$ cat config.mk
export PLATFORM = sky130hd
export DESIGN_NAME = adsq_sequencer
export DESIGN_NICKNAME = d
export VERILOG_FILES = /design/src/adsq_sequencer.v
export VERILOG_INCLUDE_DIRS = /design/src
export SDC_FILE = /design/constraint.sdc
export NUM_CORES = 1
export LEC_CHECK = 0
export ABC_AREA = 1
export BUFFER_PORTS_ARGS = -buffer_cell sky130_fd_sc_hd__buf_2
export CAP_MARGIN = 20
export CORE_MARGIN = 2
export CORE_UTILIZATION = 35
export DETAILED_ROUTE_END_ITERATION = 7
export GPL_TIMING_DRIVEN = 1
export HOLD_SLACK_MARGIN = 0.05
export SYNTH_ARGS = -nofsm -noshare
export SYNTH_HDL_FRONTEND = slang
export SYNTH_SLANG_ARGS = --single-unit
$ cat constraint.sdc
create_clock -name core_clk -period 4.15 [get_ports core_clk]
set_input_delay 0.83 -clock core_clk [delete_from_list [all_inputs] [get_ports core_clk]]
set_output_delay 0.83 -clock core_clk [all_outputs]
set_load 0.02 [all_outputs]
$ cat src/adsq_map.vh
`ifndef ADSQ_MAP_VH
`define ADSQ_MAP_VH

// register indices; the byte address on the bus is four times the index
`define ADSQ_IDX_CTRLA   5'h00
`define ADSQ_IDX_ACCUM   5'h01
`define ADSQ_IDX_CLKREF  5'h02
`define ADSQ_IDX_DELAY   5'h03
`define ADSQ_IDX_WINMODE 5'h04
`define ADSQ_IDX_SAMPLE_LENGTH 5'h05
`define ADSQ_IDX_INSEL   5'h06
`define ADSQ_IDX_TRIG    5'h08
`define ADSQ_IDX_EVENT_START_CONTROL  5'h09
`define ADSQ_IDX_IRQEN   5'h0a
`define ADSQ_IDX_IRQSTAT 5'h0b
`define ADSQ_IDX_RESULT  5'h10
`define ADSQ_IDX_LOWTHR  5'h12
`define ADSQ_IDX_HIGHTHR 5'h14

// writable bit masks, reset value shared by all registers
`define ADSQ_MASK_CTRLA   8'h87
`define ADSQ_MASK_ACCUM   8'h07
`define ADSQ_MASK_CLKREF  8'h77
`define ADSQ_MASK_WINMODE 8'h07
`define ADSQ_MASK_SAMPLE_LENGTH 8'h1f
`define ADSQ_MASK_INSEL   8'h1f
`define ADSQ_MASK_ONE     8'h01
`define ADSQ_MASK_TWO     8'h03
`define ADSQ_RESET_VAL    8'h00

// field positions
`define ADSQ_BIT_ENABLE   0
`define ADSQ_BIT_CONTIN   1
`define ADSQ_BIT_RESSEL   2
`define ADSQ_BIT_VARY     4
`define ADSQ_BIT_RESULT_READY   0
`define ADSQ_BIT_WMATCH   1

// window modes
`define ADSQ_WIN_NONE    3'h0
`define ADSQ_WIN_BELOW   3'h1
`define ADSQ_WIN_ABOVE   3'h2
`define ADSQ_WIN_INSIDE  3'h3
`define ADSQ_WIN_OUTSIDE 3'h4

// timing counts in converter-clock cycles, and the highest valid startup-delay code
`define ADSQ_BASE_SAMPLE 9'h002
`define ADSQ_CONV_CYCLES 9'h00b
`define ADSQ_INIT_MAXSEL 3'h5

`endif

$ cat src/adsq_sequencer.v
`timescale 1ns/1ps
`include "adsq_map.vh"

module adsq_sequencer #(
  parameter [8:0] CONV_CYCLES = `ADSQ_CONV_CYCLES
) (
  input  wire        core_clk,
  input  wire        rst,
  input  wire        hsel,
  input  wire [31:0] haddr,
  input  wire [1:0]  htrans,
  input  wire        hwrite,
  input  wire [2:0]  hsize,
  input  wire [31:0] hwdata,
  input  wire        hready,
  output reg  [31:0] hrdata,
  output reg         hreadyout,
  output reg         hresp,
  input  wire        startEvent,
  input  wire        deepSleepWake,
  input  wire [9:0]  coreSample,
  output reg         sampleOpen,
  output reg         convRun,
  output reg  [4:0]  inputSelActive,
  output reg         irq
);

  localparam [2:0] S_IDLE = 3'd0;
  localparam [2:0] S_INIT = 3'd1;
  localparam [2:0] S_SDLY = 3'd2;
  localparam [2:0] S_SAMP = 3'd3;
  localparam [2:0] S_CONV = 3'd4;

  // software registers
  reg [7:0]  ctrlA_r;
  reg [7:0]  accumCtl_r;
  reg [7:0]  clkRef_r;
  reg [7:0]  delayCtl_r;
  reg [7:0]  winModeCtl_r;
  reg [7:0]  sampLenCtl_r;
  reg [7:0]  inputSel_r;
  reg [7:0]  evCtl_r;
  reg [7:0]  irqEn_r;
  reg [7:0]  irqStat_r;
  reg [15:0] lowThr_r;
  reg [15:0] highThr_r;
  reg [15:0] result_r;
  // bus data phase
  reg        wrPend_r;
  reg [4:0]  wrIdx_r;
  // sequencer
  reg [2:0]  state_r;
  reg [8:0]  cnt_r;
  reg [7:0]  divCnt_r;
  reg        tick_r;
  reg        initPend_r;
  reg [15:0] accum_r;
  reg [6:0]  sampCnt_r;
  // event and wake synchronisers
  reg [2:0]  evSync_r;
  reg        evLevel_r;
  reg [2:0]  wakeSync_r;
  reg        wakeLevel_r;

  wire        addrTaken = hsel & htrans[1] & hready;
  wire [4:0]  addrIdx   = haddr[6:2];
  wire        busy      = (state_r != S_IDLE);
  wire [7:0]  wData     = hwdata[7:0];
  wire        wrTrig    = wrPend_r & (wrIdx_r == `ADSQ_IDX_TRIG);
  wire        enabled   = ctrlA_r[`ADSQ_BIT_ENABLE];
  wire        evRise    = (evSync_r[1] == evSync_r[2]) & evSync_r[2] & ~evLevel_r;
  wire        wakeRise  = (wakeSync_r[1] == wakeSync_r[2]) & wakeSync_r[2] & ~wakeLevel_r;
  wire        swStart   = wrTrig & wData[0];
  wire        swAbort   = wrTrig & ~wData[0] & busy;
  wire        evStart   = evRise & evCtl_r[0];
  wire        go        = enabled & ~busy & (swStart | evStart);
  wire [9:0]  sampVal   = ctrlA_r[`ADSQ_BIT_RESSEL] ? {2'b00, coreSample[9:2]} : coreSample;
  wire [15:0] sumVal    = accum_r + {6'h00, sampVal};
  wire        lastSamp  = (sampCnt_r == (sampNeed(accumCtl_r[2:0]) - 7'h01));
  wire        convDone  = (state_r == S_CONV) & tick_r & (cnt_r == 9'h000) & lastSamp;
  wire        resRead   = addrTaken & ~hwrite & (addrIdx == `ADSQ_IDX_RESULT);

  // startup delay in converter cycles; reserved codes give none
  function [8:0] initCycles;
    input [2:0] sel;
    begin
      if (sel == 3'h0 || sel > `ADSQ_INIT_MAXSEL) begin
        initCycles = 9'h000;
      end else begin
        initCycles = 9'h008 << sel;
      end
    end
  endfunction

  // samples summed per conversion; reserved code behaves as one
  function [6:0] sampNeed;
    input [2:0] code;
    begin
      if (code == 3'h7) begin
        sampNeed = 7'h01;
      end else begin
        sampNeed = 7'h01 << code;
      end
    end
  endfunction

  // window condition on the accumulated result
  function winHit;
    input [2:0]  mode;
    input [15:0] res;
    input [15:0] lo;
    input [15:0] hi;
    begin
      case (mode)
        `ADSQ_WIN_BELOW:   winHit = (res < lo);
        `ADSQ_WIN_ABOVE:   winHit = (res > hi);
        `ADSQ_WIN_INSIDE:  winHit = (res > lo) && (res < hi);
        `ADSQ_WIN_OUTSIDE: winHit = (res < lo) || (res > hi);
        default:           winHit = 1'b0;
      endcase
    end
  endfunction

  // read mux for the register file; unmapped words read zero
  function [15:0] readReg;
    input [4:0] idx;
    begin
      if (idx == `ADSQ_IDX_CTRLA) begin
        readReg = {8'h00, ctrlA_r};
      end else if (idx == `ADSQ_IDX_ACCUM) begin
        readReg = {8'h00, accumCtl_r};
      end else if (idx == `ADSQ_IDX_CLKREF) begin
        readReg = {8'h00, clkRef_r};
      end else if (idx == `ADSQ_IDX_DELAY) begin
        readReg = {8'h00, delayCtl_r};
      end else if (idx == `ADSQ_IDX_WINMODE) begin
        readReg = {8'h00, winModeCtl_r};
      end else if (idx == `ADSQ_IDX_SAMPLE_LENGTH) begin
        readReg = {8'h00, sampLenCtl_r};
      end else if (idx == `ADSQ_IDX_INSEL) begin
        readReg = {8'h00, inputSel_r};
      end else if (idx == `ADSQ_IDX_TRIG) begin
        readReg = {15'h0000, busy};
      end else if (idx == `ADSQ_IDX_EVENT_START_CONTROL) begin
        readReg = {8'h00, evCtl_r};
      end else if (idx == `ADSQ_IDX_IRQEN) begin
        readReg = {8'h00, irqEn_r};
      end else if (idx == `ADSQ_IDX_IRQSTAT) begin
        readReg = {8'h00, irqStat_r};
      end else if (idx == `ADSQ_IDX_RESULT) begin
        readReg = result_r;
      end else if (idx == `ADSQ_IDX_LOWTHR) begin
        readReg = lowThr_r;
      end else if (idx == `ADSQ_IDX_HIGHTHR) begin
        readReg = highThr_r;
      end else begin
        readReg = 16'h0000;
      end
    end
  endfunction

  // bus slave: zero wait states, read data registered in the address phase
  always @(posedge core_clk) begin
    if (rst) begin
      hrdata    <= 32'h0000_0000;
      hreadyout <= 1'b0;
      hresp     <= 1'b0;
      wrPend_r  <= 1'b0;
      wrIdx_r   <= 5'h00;
    end else begin
      hreadyout <= 1'b1;
      hresp     <= 1'b0;
      wrPend_r  <= addrTaken & hwrite;
      wrIdx_r   <= addrIdx;
      if (addrTaken & ~hwrite) begin
        hrdata <= {16'h0000, readReg(addrIdx)};
      end
    end
  end

  // pin inputs pass three flops; a level counts once the last two agree
  always @(posedge core_clk) begin
    if (rst) begin
      evSync_r    <= 3'b000;
      evLevel_r   <= 1'b0;
      wakeSync_r  <= 3'b000;
      wakeLevel_r <= 1'b0;
    end else begin
      evSync_r   <= {evSync_r[1:0], startEvent};
      wakeSync_r <= {wakeSync_r[1:0], deepSleepWake};
      if (evSync_r[1] == evSync_r[2]) begin
        evLevel_r <= evSync_r[2];
      end
      if (wakeSync_r[1] == wakeSync_r[2]) begin
        wakeLevel_r <= wakeSync_r[2];
      end
    end
  end

  // converter clock as a one-cycle tick every 2^(code+1) peripheral cycles
  always @(posedge core_clk) begin
    if (rst) begin
      divCnt_r <= 8'h00;
      tick_r   <= 1'b0;
    end else if (go) begin
      divCnt_r <= 8'h01;  // restart so the first phase gets whole converter cycles
      tick_r   <= 1'b0;
    end else if (divCnt_r >= (8'hff >> (3'h7 - clkRef_r[2:0]))) begin
      divCnt_r <= 8'h00;
      tick_r   <= 1'b1;
    end else begin
      divCnt_r <= divCnt_r + 8'h01;
      tick_r   <= 1'b0;
    end
  end

  // configuration writes in the data phase; sampling delay also steps itself
  always @(posedge core_clk) begin
    if (rst) begin
      ctrlA_r      <= `ADSQ_RESET_VAL;
      accumCtl_r   <= `ADSQ_RESET_VAL;
      clkRef_r     <= `ADSQ_RESET_VAL;
      delayCtl_r   <= `ADSQ_RESET_VAL;
      winModeCtl_r <= `ADSQ_RESET_VAL;
      sampLenCtl_r <= `ADSQ_RESET_VAL;
      inputSel_r   <= `ADSQ_RESET_VAL;
      evCtl_r      <= `ADSQ_RESET_VAL;
      irqEn_r      <= `ADSQ_RESET_VAL;
      lowThr_r     <= 16'h0000;
      highThr_r    <= 16'h0000;
    end else begin
      if (state_r == S_SAMP && tick_r && cnt_r == 9'h000 && delayCtl_r[`ADSQ_BIT_VARY]) begin
        delayCtl_r[3:0] <= delayCtl_r[3:0] + 4'h1;  // wraps in four bits
      end
      if (wrPend_r) begin
        if (wrIdx_r == `ADSQ_IDX_CTRLA) begin
          ctrlA_r <= wData & `ADSQ_MASK_CTRLA;
        end else if (wrIdx_r == `ADSQ_IDX_ACCUM) begin
          accumCtl_r <= wData & `ADSQ_MASK_ACCUM;
        end else if (wrIdx_r == `ADSQ_IDX_CLKREF) begin
          clkRef_r <= wData & `ADSQ_MASK_CLKREF;
        end else if (wrIdx_r == `ADSQ_IDX_DELAY) begin
          delayCtl_r <= wData;  // software value wins over the auto step
        end else if (wrIdx_r == `ADSQ_IDX_WINMODE) begin
          winModeCtl_r <= wData & `ADSQ_MASK_WINMODE;
        end else if (wrIdx_r == `ADSQ_IDX_SAMPLE_LENGTH) begin
          sampLenCtl_r <= wData & `ADSQ_MASK_SAMPLE_LENGTH;
        end else if (wrIdx_r == `ADSQ_IDX_INSEL) begin
          inputSel_r <= wData & `ADSQ_MASK_INSEL;
        end else if (wrIdx_r == `ADSQ_IDX_EVENT_START_CONTROL) begin
          evCtl_r <= wData & `ADSQ_MASK_ONE;
        end else if (wrIdx_r == `ADSQ_IDX_IRQEN) begin
          irqEn_r <= wData & `ADSQ_MASK_TWO;
        end else if (wrIdx_r == `ADSQ_IDX_LOWTHR) begin
          lowThr_r <= hwdata[15:0];
        end else if (wrIdx_r == `ADSQ_IDX_HIGHTHR) begin
          highThr_r <= hwdata[15:0];
        end
      end
    end
  end

  // startup delay becomes due on enable, switch to internal reference, or wake
  always @(posedge core_clk) begin
    if (rst) begin
      initPend_r <= 1'b0;
    end else if (wrPend_r && wrIdx_r == `ADSQ_IDX_CTRLA && wData[0] && !enabled) begin
      initPend_r <= 1'b1;
    end else if (wrPend_r && wrIdx_r == `ADSQ_IDX_CLKREF && wData[5:4] == 2'b00
                 && clkRef_r[5:4] != 2'b00) begin
      initPend_r <= 1'b1;
    end else if (wakeRise) begin
      initPend_r <= 1'b1;
    end else if (go || state_r == S_INIT) begin
      initPend_r <= 1'b0;  // consumed by the next start, even with a zero delay code
    end
  end

  // interrupt flags: hardware set wins over a clear in the same cycle
  always @(posedge core_clk) begin
    if (rst) begin
      irqStat_r <= `ADSQ_RESET_VAL;
    end else begin
      irqStat_r[`ADSQ_BIT_RESULT_READY] <= convDone
        | (irqStat_r[`ADSQ_BIT_RESULT_READY] & ~resRead
           & ~(wrPend_r & wrIdx_r == `ADSQ_IDX_IRQSTAT & wData[`ADSQ_BIT_RESULT_READY]));
      irqStat_r[`ADSQ_BIT_WMATCH] <= (convDone & winHit(winModeCtl_r[2:0], sumVal, lowThr_r, highThr_r))
        | (irqStat_r[`ADSQ_BIT_WMATCH] & ~resRead
           & ~(wrPend_r & wrIdx_r == `ADSQ_IDX_IRQSTAT & wData[`ADSQ_BIT_WMATCH]));
    end
  end

  // interrupt request from flag and enable
  always @(posedge core_clk) begin
    if (rst) begin
      irq <= 1'b0;
    end else begin
      irq <= |(irqStat_r[1:0] & irqEn_r[1:0]);
    end
  end

  // conversion sequencer, counting converter-clock ticks
  always @(posedge core_clk) begin
    if (rst) begin
      state_r        <= S_IDLE;
      cnt_r          <= 9'h000;
      accum_r        <= 16'h0000;
      sampCnt_r      <= 7'h00;
      result_r       <= 16'h0000;
      inputSelActive <= 5'h00;
    end else if (swAbort || !enabled) begin
      state_r   <= S_IDLE;  // disabling stops it too
      accum_r   <= 16'h0000;
      sampCnt_r <= 7'h00;
    end else begin
      case (state_r)
        S_IDLE: begin
          if (go) begin
            accum_r        <= 16'h0000;
            sampCnt_r      <= 7'h00;
            inputSelActive <= inputSel_r[4:0];  // latched per conversion
            if (initPend_r && initCycles(delayCtl_r[7:5]) != 9'h000) begin
              state_r <= S_INIT;
              cnt_r   <= initCycles(delayCtl_r[7:5]) - 9'h001;
            end else begin
              state_r <= S_SAMP;
              cnt_r   <= `ADSQ_BASE_SAMPLE + {4'h0, sampLenCtl_r[4:0]} - 9'h001;
            end
          end
        end
        S_INIT: begin
          if (tick_r) begin
            if (cnt_r == 9'h000) begin
              state_r <= S_SAMP;
              cnt_r   <= `ADSQ_BASE_SAMPLE + {4'h0, sampLenCtl_r[4:0]} - 9'h001;
            end else begin
              cnt_r <= cnt_r - 9'h001;
            end
          end
        end
        S_SDLY: begin
          if (tick_r) begin
            if (cnt_r == 9'h000) begin
              state_r <= S_SAMP;
              cnt_r   <= `ADSQ_BASE_SAMPLE + {4'h0, sampLenCtl_r[4:0]} - 9'h001;
            end else begin
              cnt_r <= cnt_r - 9'h001;
            end
          end
        end
        S_SAMP: begin
          if (tick_r) begin
            if (cnt_r == 9'h000) begin
              state_r <= S_CONV;
              cnt_r   <= CONV_CYCLES - 9'h001;
            end else begin
              cnt_r <= cnt_r - 9'h001;
            end
          end
        end
        S_CONV: begin
          if (tick_r) begin
            if (cnt_r != 9'h000) begin
              cnt_r <= cnt_r - 9'h001;
            end else begin
              if (lastSamp) begin
                result_r  <= sumVal;
                accum_r   <= 16'h0000;
                sampCnt_r <= 7'h00;
                inputSelActive <= inputSel_r[4:0];
              end else begin
                accum_r   <= sumVal;
                sampCnt_r <= sampCnt_r + 7'h01;
              end
              if (lastSamp && !ctrlA_r[`ADSQ_BIT_CONTIN]) begin
                state_r <= S_IDLE;  // start bit drops here
              end else if (delayCtl_r[3:0] != 4'h0) begin
                state_r <= S_SDLY;
                cnt_r   <= {5'h00, delayCtl_r[3:0]} - 9'h001;
              end else begin
                state_r <= S_SAMP;
                cnt_r   <= `ADSQ_BASE_SAMPLE + {4'h0, sampLenCtl_r[4:0]} - 9'h001;
              end
            end
          end
        end
        default: begin
          state_r <= S_IDLE;
        end
      endcase
    end
  end

  // analog-side controls: capacitor open in delay and sampling, core converting
  always @(posedge core_clk) begin
    if (rst) begin
      sampleOpen <= 1'b0;
      convRun    <= 1'b0;
    end else begin
      sampleOpen <= (state_r == S_SDLY) | (state_r == S_SAMP);
      convRun    <= (state_r == S_CONV);
    end
  end

endmodule

==> summary.md, run 1 <==
| Metric | Value |
|---|---|
| Status | `finished, final reports clean` |
| Hold buffer count at cts | `0` |
| Critical Path End Type | `flop` |
| RSZ-0062 raised after global routing | `false` |
| Crit path time final | `3.68 ns` |
| Crit path kind | `reg -> reg` |
| Clock Tree Buf Depth | `2` |
| Commonest non-fill, non-tap cell in the layout | `nand2_1` |
| Main synth FF type | `dfxtp_1` |
| Via count | `between 9000 and 10000` |
| DIE WIDTH | `171 um` |
| Synth top area share | `35.0%` |
| Chip height | `171 um` |
| Initial antenna violation count | `0` |
| Placement Cell Area | `10400 um2` |
| CTS tree | `yes` |
| Fill count | `2986` |
| Fin crit share | `88.8%` |
| Min-delay worst type | `reg -> reg` |
| GRT Util Overall | `a little under a fifth` |
| Synthesized instance count | `1412` |
| Max Freq | `271 MHz` |
| # DRC | `0` |
| NumNets Final | `1618` |
| CP startpoint kind | `flop` |
| Ys async rst share | `0%` |
| Multi-input gate area | `5380 um2` |
| Total Power | `0.00360 W` |
| Layout area overhead | `13.1%` |
| Worst slew margin | `42.3%` |
| Final setup viols | `0` |
| Post-synth EDFFs | `0` |
| Initial DRC count | `641` |
| CTS sink count | `around 170` |
| Share of cells above drive strength 1 | `around 10%` |
| Most frequent cells in the layout | `258 x nand2_1, 181 x inv_1, 171 x dfxtp_1` |
| Slew Viols, Final | `0` |
| Pin count of the biggest net entering global routing | `46` |
| # rows | `61` |
| Worst clock skew | `around 0.011 ns` |
| Part of the Yosys area used for sequential elements | `35.0%` |
| CP Data Arrival Time | `3.99 ns` |
| Wirelength, routed | `approximately 27 mm` |
| Ys Warns | `0` |
| Hold Fails Final Rpt | `0` |
| Core ar. | `~28000 um2` |
| Starting Density | `35.4%` |
| Leading area contributor after synthesis | `dfxtp_1` |
| Number of global-route vias before repair | `8324` |
| I/O Pins | `128` |
| Worst-Skew Late Latency | `between 0.4 and 0.5 ns` |
| Post-route cell area | `11100 um2` |
| Worst-margin pin slew | `roughly 0.86 ns` |
| Worst r2r src | `ctrlA_r[2]` |
| Pwr dens | `325 nW/um2` |
| Clock Pin Slew Worst Setup and Hold Paths | `approximately 0.07 ns` |
| Max cap viols | `0` |
| Post-CTS Setup Bufs | `0` |
| Crit path max fanout | `9` |
| Final WS setup | `0.465 ns` |
| Antenna fix cells | `0` |
| Ranking of synthesized cells by area | `dfxtp_1 35%, nand2_1 9.9%, a21oi_1 8.6%, ha_1 7.7%, inv_1 7.0%` |
| Gates resized, CTS repair | `0` |
| Post-DR vias/cell | `~5` |
| CTS Root Cell | `clkbuf_16` |
| Grt total ovfl | `0` |
| Dpl ws | `between 0.1 and 0.15 ns` |
| Avg WL per Cell | `around 15 um` |
| First-pass DRT Iterations | `7` |
| FF+latch count, synth | `171` |
| Routability Congestion | `0.897` |
| Register area | `3420 um2` |
| Fin Setup TNS | `0 ns` |
| Worst setup path start | `ctrlA_r[2]` |
| H-tree depth | `4` |
| Avg Inst Size Synth | `~7 um2` |
| Distinct cells, synth | `46` |
| Leak | `4.72 nW` |
| Worst path required time | `between 4 and 5 ns` |
| Die area | `29300 um2` |
| Total CTS buffers | `17` |
| First-pass GRT wire length | `~43 mm` |
| Mapped cell area | `9770 um2` |
| Min-Delay Startpoint | `evSync_r[0]` |
| ANT nets after route | `0` |
| Port Buf Inserts | `63` |
| Hpwl dp | `20.5 mm` |
| Max VDD drop | `0.183 mV` |
==> cells in the mapped netlist (7+ instances only) <==
cell / number
nand2_1: 258
inv_1: 182
dfxtp_1: 171
a21oi_1: 167
nor2_1: 151
o21ai_0: 125
nand3_1: 78
ha_1: 60
xor2_1: 35
clkbuf_1: 32
buf_4: 19
nor3_1: 18
nand4_1: 17
o211ai_1: 11
xnor2_1: 7
==> cells by family (layout without fill, tap and decap cells) <==
family,count (synthesis),count (layout),share of synthesized area (%)
buffers and inverters,248,304,10.6
muxes,1,1,0.115
AOI/OAI and AO/OA,336,336,18.3
adders and majority gates,61,61,7.89
other,2,18,0.0768
xor gates and xnor gates,42,42,3.76
DFF,171,171,35.0
and+or+nand+nor,551,551,24.2
==> state kept, by name (all words and copies together), names as in the netlist, 2 cells and up <==
name and cells:
accumCtl_r 3, accum_r 16, clkRef_r 6, cnt_r 9, ctrlA_r 4, delayCtl_r 8
divCnt_r 8, evSync_r 3, highThr_r 16, hrdata 16, inputSelActive 5, inputSel_r 5
irqEn_r 2, irqStat_r 2, lowThr_r 16, result_r 16, sampCnt_r 7, sampLenCtl_r 5
state_r 3, wakeSync_r 3, winModeCtl_r 3, wrIdx_r 5
==> worst max-delay path: stages, from the launching register on <==
cell and delay, ns:
dfxtp_1 0.31, inv_1 0.23, nand2_1 0.09, nand2_1 0.09, ha_1 0.22, inv_1 0.08
fa_1 0.43, o21ai_0 0.29, nand3_1 0.11, nand2_1 0.11, a31oi_1 0.11, xor2_1 0.17
buf_4 0.17, ha_1 0.26, nand2_1 0.04, nor3_1 0.28, nand2_1 0.12, nand2_1 0.10
nand2_1 0.06, nand2_1 0.05, nand3_1 0.10, nand2_1 0.07, a21oi_1 0.05
==> report_power, final <==
part           internal (W)  switching [W]  total (W)
Clock              0.000868       0.000750    0.00162
Combinational     0.0000933       0.000198   0.000291
Sequential          0.00166      0.0000245    0.00169
==> worst paths after layout <==
| check | to | slack (ns) | cells after the start |
|---|---|---|---|
| worst max-delay path | irqStat_r[1] | 0.47 | 22 |
| worst min-delay path | evSync_r[1] | 0.41 | 2 |
| worst max register to register | irqStat_r[1] | 0.47 | 22 |
| worst min register to register | evSync_r[1] | 0.41 | 2 |
==> cell type report <==
type	instances	share of cell area, %
Sequential cell	171	31.0
Tap cell	378	4.28
Inverter	189	6.44
Multi-Input combinational cell	1009	48.6
Clock inverter	14	1.36
Timing Repair Buffer	83	4.35
Clock buffer	18	3.97
==> per-layer routing <==
metal / share of wire [%] / global-route usage, %
met5: 0 / 0
met3: 4.7 / 2.73
met2: 49 / 33.0
met4: 1.2 / 4.97
met1: 46 / 24.3
==> per-stage QoR <==
step                      cells  util, %  hold slack, ns
after CTS                  1860     39.9           0.407
final                      1862     40.0           0.406
after floorplan            1428        -           0.388
after global routing       1862     40.0           0.436
after detailed placement   1828     37.8           0.396
after global placement     1828     37.8           0.390
No activity file was read; power rests on OpenSTA's default activity.
==> run 2: changes to the inputs <==
- CTS_BUF_LIST: not set -> sky130_fd_sc_hd__clkbuf_8 sky130_fd_sc_hd__clkbuf_16
- clock period: 4.15 -> 4.7 ns (I/O delays scaled with it)
==> summary.md, run 2 (synthesis gave the netlist of run 1 again) <==
| Metric | Value |
|---|---|
| Grt total ovfl | `0 (unchanged)` |
| Hpwl dp | `20.2 mm (-1.3%)` |
| Share of cells above drive strength 1 | `9.17% (-0.80 points)` |
| ANT nets after route | `0 (unchanged)` |
| Comb pwr share | `7.8% (-0.3 points)` |
| Reg2Reg Depth | `22 (unchanged)` |
| Pin count of the biggest net entering global routing | `99 (+120%)` |
| Register area | `3420 um2 (unchanged)` |
| Fin Setup TNS | `0 ns (unchanged)` |
| Antenna fix cells | `0 (unchanged)` |
| Worst slew margin | `36.6% (-5.7 points)` |
| P_sw | `0.000805 W (-17%)` |
| CTS tree | `yes` |
| Worst-margin pin slew | `0.950 ns (+0.0858 ns)` |
| Worst-Skew Late Latency | `0.44 ns (about the same)` |
| Clock share of power | `46.3% (+1.3 points)` |
| Slew Viols, Final | `0 (unchanged)` |
| Starting Density | `35.4% (unchanged)` |
| Port Buf Inserts | `63 (unchanged)` |
| Multi-input gate area | `5380 um2 (unchanged)` |
| Status | `finished, final reports clean` |
| H-tree depth | `4 (unchanged)` |
| Chip height | `171 um (unchanged)` |
| Commonest non-fill, non-tap cell in the layout | `nand2_1` |
| Die area | `29300 um2 (unchanged)` |
| Post-route cell area | `11000 um2 (-0.53%)` |
| Clock Tree Buf Depth | `2 (unchanged)` |
| DIE WIDTH | `171 um (unchanged)` |
| Total CTS buffers | `17 (unchanged)` |
| NumNets Final | `1607 (-0.68%)` |
| Number of global-route vias before repair | `8400 (+0.91%)` |
| Fin crit share | `around 83%` |
| Max VDD drop | `0.174 mV (-5.0%)` |
| Critical Path End Type | `flop` |
| Layout area overhead | `12.5%` |
| Worst path required time | `5.02 ns (+0.57 ns)` |
| First-pass DRT Iterations | `5 (-2)` |
| CP Data Arrival Time | `4.20 ns (+0.21 ns)` |
| Hold Fails Final Rpt | `0 (unchanged)` |
| Initial DRC count | `702 (+9.5%)` |
| CTS Root Cell | `clkbuf_16` |
| Final core occ | `39.8% (-0.21 points)` |
| Crit path max fanout | `4 (-5)` |
| Initial antenna violation count | `0 (unchanged)` |
| Final setup viols | `0 (unchanged)` |
| Pwr dens | `295 nW/um2 (-9.3%)` |
| Wirelength, routed | `27.3 mm (about the same)` |
| Gates resized, CTS repair | `0 (unchanged)` |
| Final non-filler cell total | `1850 (-0.64%)` |
| Leak | `4.68 nW (-0.82%)` |
| GRT Util Overall | `19.1% (+0.19 points)` |
| Max Freq | `about 260 MHz` |
| CP startpoint kind | `input pin` |
| Dpl cells | `1818 (-0.55%)` |
| Crit path time final | `3.89 ns` |
| First-pass GRT wire length | `43.6 mm (+0.59%)` |
| Sequential share of power | `45.9% (-1.0 points)` |
| I/O Pins | `128 (unchanged)` |
| CTS sink count | `171 (unchanged)` |
| Core ar. | `27600 um2 (unchanged)` |
| RSZ-0062 raised after global routing | `false` |
| # rows | `61 (unchanged)` |
| Fill count | `2955 (-1.0%)` |
| Post-CTS Setup Bufs | `0 (unchanged)` |
| Hold buffer count at cts | `0 (unchanged)` |
| Sw Share | `24.8% (-2.2 points)` |
| Hold Crit Depth | `2 (unchanged)` |
| Crit path kind | `in -> reg` |
| Clock Pin Slew Worst Setup and Hold Paths | `0.07 ns (about the same)` |
| Worst clock skew | `0.00747 ns (-0.00324 ns)` |
| Max cap viols | `0 (unchanged)` |
| Min-delay worst type | `reg -> reg` |
| Post-DR vias/cell | `4.92 (-0.16%)` |
| Placement Cell Area | `10400 um2 (-0.72%)` |
| Most frequent cells in the layout | `258 x nand2_1, 182 x inv_1, 171 x dfxtp_1` |
| Routability Congestion | `0.927 (+3.3%)` |
| Via count | `9093 (-0.81%)` |
| # DRC | `0 (unchanged)` |
| Avg WL per Cell | `14.7 um (+0.60%)` |
| Internal power | `0.00244 W (-7.1%)` |
==> run 2: cell count changes in the layout (fill, tap and decap cells not counted) <==
cell,before,now
inv_6,4,1
bufinv_16,1,3
clkinvlp_4,3,2
clkinv_2,0,1
clkbuf_8,1,4
buf_8,2,1
buf_4,18,8
inv_8,4,0
inv_1,181,182
==> run 2: worst max-delay path, stage by stage <==
cell and delay (ns):
buf_2 0.10, o21ai_0 0.38, inv_1 0.09, ha_1 0.28, nand2_1 0.05, o21ai_0 0.32
nand2_1 0.09, nand2b_1 0.12, nand3_1 0.07, o21ai_0 0.10, xor2_1 0.43, ha_1 0.34
a21oi_1 0.14, o21ai_0 0.09, a21oi_1 0.15, nand2_1 0.11, nand3_1 0.07, nand2_1 0.06
inv_1 0.05, nand3_1 0.09, nand2_1 0.08, a21oi_1 0.05
==> run 2: layout make-up <==
class / count / area share, %
Inverter: 189 / 6.47
Multi-Input combinational cell: 1009 / 48.9
Clock inverter: 10 / 1.27
Timing Repair Buffer: 72 / 3.55
Sequential cell: 171 / 31.1
Clock buffer: 21 / 4.37
Tap cell: 378 / 4.30
==> run 2: routing by layer <==
metal | wire length, um | vias up | global-route usage, %
met1 | 12300 | 4136 | 24.3
met2 | 13100 | 215 | 32.9
met3 | 1230 | 39 | 3.12
met5 | 0 | - | 0
li1 | - | 4703 | -
met4 | 646 | 0 | 6.19
==> run 2: power by group through the flow <==
stage                     clock network (W)  registers, W  logic [W]
after floorplan                           0       0.00152   0.000180
after global placement                    0       0.00152   0.000253
after detailed placement                  0       0.00152   0.000255
after CTS                           0.00153       0.00149   0.000256
after global routing                0.00158       0.00149   0.000287
final                               0.00150       0.00149   0.000252
==> run 2: metrics by stage <==
stage               setup WS [ns]  hold slack [ns]  power (W)
floorplan                    1.13            0.388    0.00170
global placement            0.371            0.396    0.00178
detailed placement          0.290            0.396    0.00178
CTS                         0.744            0.406    0.00328
global route                0.346            0.423    0.00336
finish                      0.810            0.401    0.00324
==> run 2: worst paths after layout <==
check / from / endpoint / slack, ns
setup / recovery: coreSample[1] / irqStat_r[1] / 0.81
hold reg to reg: wakeSync_r[0] / wakeSync_r[1] / 0.40
hold / removal: wakeSync_r[0] / wakeSync_r[1] / 0.40
setup reg to reg: ctrlA_r[2] / irqStat_r[1] / 0.91
==> run 3: changes to the inputs <==
- ABC_AREA: 1 -> 0
- clock period: 4.7 -> 3.2 ns (I/O delays scaled with it)
==> summary.md, run 3 <==
| Metric | Value |
|---|---|
| Status | `complete, but fails checks` |
| Via count | `9542 (+4.9%)` |
| GRT Util Overall | `19.9% (+0.81 points)` |
| Crit path time final | `3.95 ns` |
| Starting Density | `35.7% (+0.33 points)` |
| First-pass DRT Iterations | `5 (unchanged)` |
| Post-route cell area | `12200 um2 (+11%)` |
| Routability Congestion | `0.915 (-1.2%)` |
| Hpwl dp | `22.9 mm (+13%)` |
| Pwr dens | `390 nW/um2 (+32%)` |
| Final core occ | `42.4% (+2.6 points)` |
| CTS sink count | `171 (unchanged)` |
| Slowest-stage cell, CP | `or3_4` |
| Violated checks | `negative setup slack` |
| # DRC | `0 (unchanged)` |
| Antenna fix cells | `0 (unchanged)` |
| I/O Pins | `128 (unchanged)` |
| Clock Pin Slew Worst Setup and Hold Paths | `0.07 ns (about the same)` |
| Ys async rst share | `0% (unchanged)` |
| Post-synth EDFFs | `0 (unchanged)` |
| Post-DR vias/cell | `5.36 (+9.1%)` |
| Distinct cells, synth | `91 (+98%)` |
| Sw Share | `27.2% (+2.4 points)` |
| Chip height | `176 um (+2.6%)` |
| Worst path required time | `3.54 ns (-1.48 ns)` |
| Most frequent cell after synthesis | `dfxtp_1` |
| Min-delay worst type | `in -> reg` |
| Pin count of the biggest net entering global routing | `96 (-3.0%)` |
| Synthesized instance count | `1280 (-9.3%)` |
| Most frequent cells in the layout | `170 x dfxtp_1, 131 x nand2_1, 126 x nor2_1` |
| Final setup viols | `1 (+1)` |
| Avg Inst Size Synth | `8.05 um2 (+16%)` |
| DIE WIDTH | `176 um (+2.6%)` |
| CTS tree | `yes` |
| Worst-Skew Late Latency | `0.44 ns (about the same)` |
| Sequential share of power | `46.0% (about the same)` |
| First-pass GRT wire length | `48.3 mm (+11%)` |
| Mapped cell area | `10300 um2 (+5.4%)` |
| Critical Path End Type | `flop` |
| Wirelength, routed | `30.6 mm (+12%)` |
| ANT nets after route | `0 (unchanged)` |
| Worst clock skew | `0.0132 ns (+0.00577 ns)` |
| Crit path max fanout | `6 (+2)` |
| CP max stage delay | `0.37 ns (-0.06 ns)` |
| Port Buf Inserts | `63 (unchanged)` |
| Final WS setup | `-0.748 ns (-1.56 ns)` |
| Clock Tree Buf Depth | `2 (unchanged)` |
| CTS Root Cell | `clkbuf_16` |
| Crit-path cells | `buf_12 > mux2_4 > ha_4 > and3_4 > a2111oi_4 > a21o_1 > a21oi_2 > o21ai_1 > xor2_1 > inv_1 > ha_2 > nor3_1 > or3_4 > nor2_1 > a21oi_1 > a221o_1 > o221a_2 > o41ai_2` |
| Internal power | `0.00348 W (+43%)` |
| Crit path kind | `reg -> reg` |
| Share of cells above drive strength 1 | `19.6% (+10 points)` |
| Worst-margin pin slew | `0.776 ns (-0.174 ns)` |
| Slew Viols, Final | `0 (unchanged)` |
| CP startpoint kind | `flop` |
| Main synth FF type | `dfxtp_1` |
| RSZ-0062 raised after global routing | `true` |
| Part of the Yosys area used for sequential elements | `33.2% (-1.8 points)` |
| Layout area overhead | `18.7%` |
| Commonest non-fill, non-tap cell in the layout | `dfxtp_1` |
| FF+latch count, synth | `171 (unchanged)` |
| Core ar. | `28900 um2 (+4.4%)` |
| Die area | `30800 um2 (+5.3%)` |
| Hold Fails Final Rpt | `0 (unchanged)` |
| P_sw | `0.00130 W (+61%)` |
| Flop2flop setup slack | `-0.75 ns (-1.66 ns)` |
| Ys Warns | `0 (unchanged)` |
| Grt total ovfl | `0 (unchanged)` |
| Total CTS buffers | `17 (unchanged)` |
| Synth top area share | `33.2% (-1.8 points)` |
| Placement Cell Area | `11500 um2 (+11%)` |
| Leak | `4.78 nW (+2.2%)` |
| CP Data Arrival Time | `4.29 ns (+0.09 ns)` |
| Ranking of synthesized cells by area | `dfxtp_1 33%, ha_1 7.3%, a21oi_1 5.5%, nand2_1 4.8%, nor2_1 4.6%` |
| Max VDD drop | `0.289 mV (+66%)` |
| Most frequent cells after synthesis | `171 x dfxtp_1, 131 x nand2_1, 127 x nor2_1` |
| Clock share of power | `44.0% (-2.3 points)` |
| Leading area contributor after synthesis | `dfxtp_1` |
| Max Freq | `253 MHz` |
| Comb pwr share | `10.0% (+2.2 points)` |
| Fin crit share | `123%` |
| Avg WL per Cell | `17.2 um (+17%)` |
| NumNets Final | `1530 (-4.8%)` |
| Worst slew margin | `48.3% (+12 points)` |
| Initial antenna violation count | `0 (unchanged)` |
| H-tree depth | `4 (unchanged)` |
| Hold buffer count at cts | `0 (unchanged)` |
| # rows | `62 (+1.6%)` |
| Initial DRC count | `992 (+41%)` |
| Max cap viols | `0 (unchanged)` |
| Number of global-route vias before repair | `8665 (+3.2%)` |
==> run 3: cell types whose count changed in the layout (fill, tap and decap cells not counted), moves of 25 or more <==
cell     delta
nand2_1   -127
a21oi_1    -54
mux2i_1    +34
o21ai_0    -77
nor2_1     -25
nor2b_1    +27
buf_4      +92
inv_1     -115
==> run 3: timing repair <==
action                     in CTS  in global routing
pin swaps                      15                  6
setup buffers                   6                  5
gates resized for setup        17                  9
setup endpoints to repair       1                  3
==> run 3: layout make-up <==
| type | instances | area, um2 |
|---|---|---|
| Fill cell | 2948 | 16600 |
| Multi-Input combinational cell | 961 | 6390 |
| Sequential cell | 171 | 3420 |
| Timing Repair Buffer | 164 | 1100 |
| Tap cell | 384 | 480 |
| Clock buffer | 18 | 439 |
| Inverter | 68 | 255 |
| Clock inverter | 14 | 144 |
==> run 3: per-stage QoR <==
stage / setup TNS [ns] / instances / total power (W) / worst slack [ns] / hold WS (ns)
final: -0.748 / 1780 / 0.00477 / -0.748 / 0.419
after global routing: -1.10 / 1780 / 0.00497 / -0.964 / 0.432
after CTS: -0.736 / 1775 / 0.00482 / -0.736 / 0.399
after detailed placement: -1.13 / 1737 / 0.00272 / -1.13 / 0.420
after global placement: -1.02 / 1737 / 0.00271 / -1.02 / 0.417
after floorplan: -0.727 / 1296 / 0.00256 / -0.727 / 0.414
==> run 3: path summary, 6_finish.rpt <==
path | start | end | cells after the start
setup / recovery | ctrlA_r[2] | irqStat_r[1] | 18
hold / removal | deepSleepWake | wakeSync_r[0] | 2
setup reg to reg | ctrlA_r[2] | irqStat_r[1] | 18
hold reg to reg | evSync_r[0] | evSync_r[1] | 1
==> run 3: metal layers <==
| metal | vias to the layer above | GRT usage, % | wire length (um) |
|---|---|---|---|
| met2 | 277 | 29.9 | 13200 |
| met3 | 18 | 2.68 | 1620 |
| li1 | 4740 | - | - |
| met5 | - | 0 | 0 |
| met1 | 4507 | 30.2 | 15500 |
| met4 | 0 | 4.06 | 235 |
==> run 3: power by group through the flow <==
| stage | Sequential [W] | Clock (W) | Combinational, W |
|---|---|---|---|
| after floorplan | 0.00223 | 0 | 0.000328 |
| after global placement | 0.00225 | 0 | 0.000464 |
| after detailed placement | 0.00225 | 0 | 0.000470 |
| after CTS | 0.00220 | 0.00214 | 0.000475 |
| after global routing | 0.00220 | 0.00224 | 0.000529 |
| final | 0.00220 | 0.00210 | 0.000479 |
==> run 3: cells by family (layout without fill, tap and decap cells) <==
group | Yosys count | in the layout | share of synthesized area (%)
other cells | 2 | 18 | 0.0729
buf+inv | 164 | 264 | 6.91
flops | 171 | 171 | 33.2
compound gates | 312 | 312 | 19.9
simple gates | 476 | 476 | 23.6
mux | 55 | 55 | 5.59
fa+ha+maj | 61 | 61 | 7.48
xor+xnor | 39 | 39 | 3.31
==> run 3: critical path: cells and delay by family (launching register included) <==
kind	cells	cell delay [ns]
AOI/OAI and AO/OA	8	1.42
and+or+nand+nor	4	0.71
DFF	1	0.36
adders and majority gates	2	0.57
xor gates and xnor gates	1	0.24
muxes	1	0.31
buffers and inverters	2	0.24
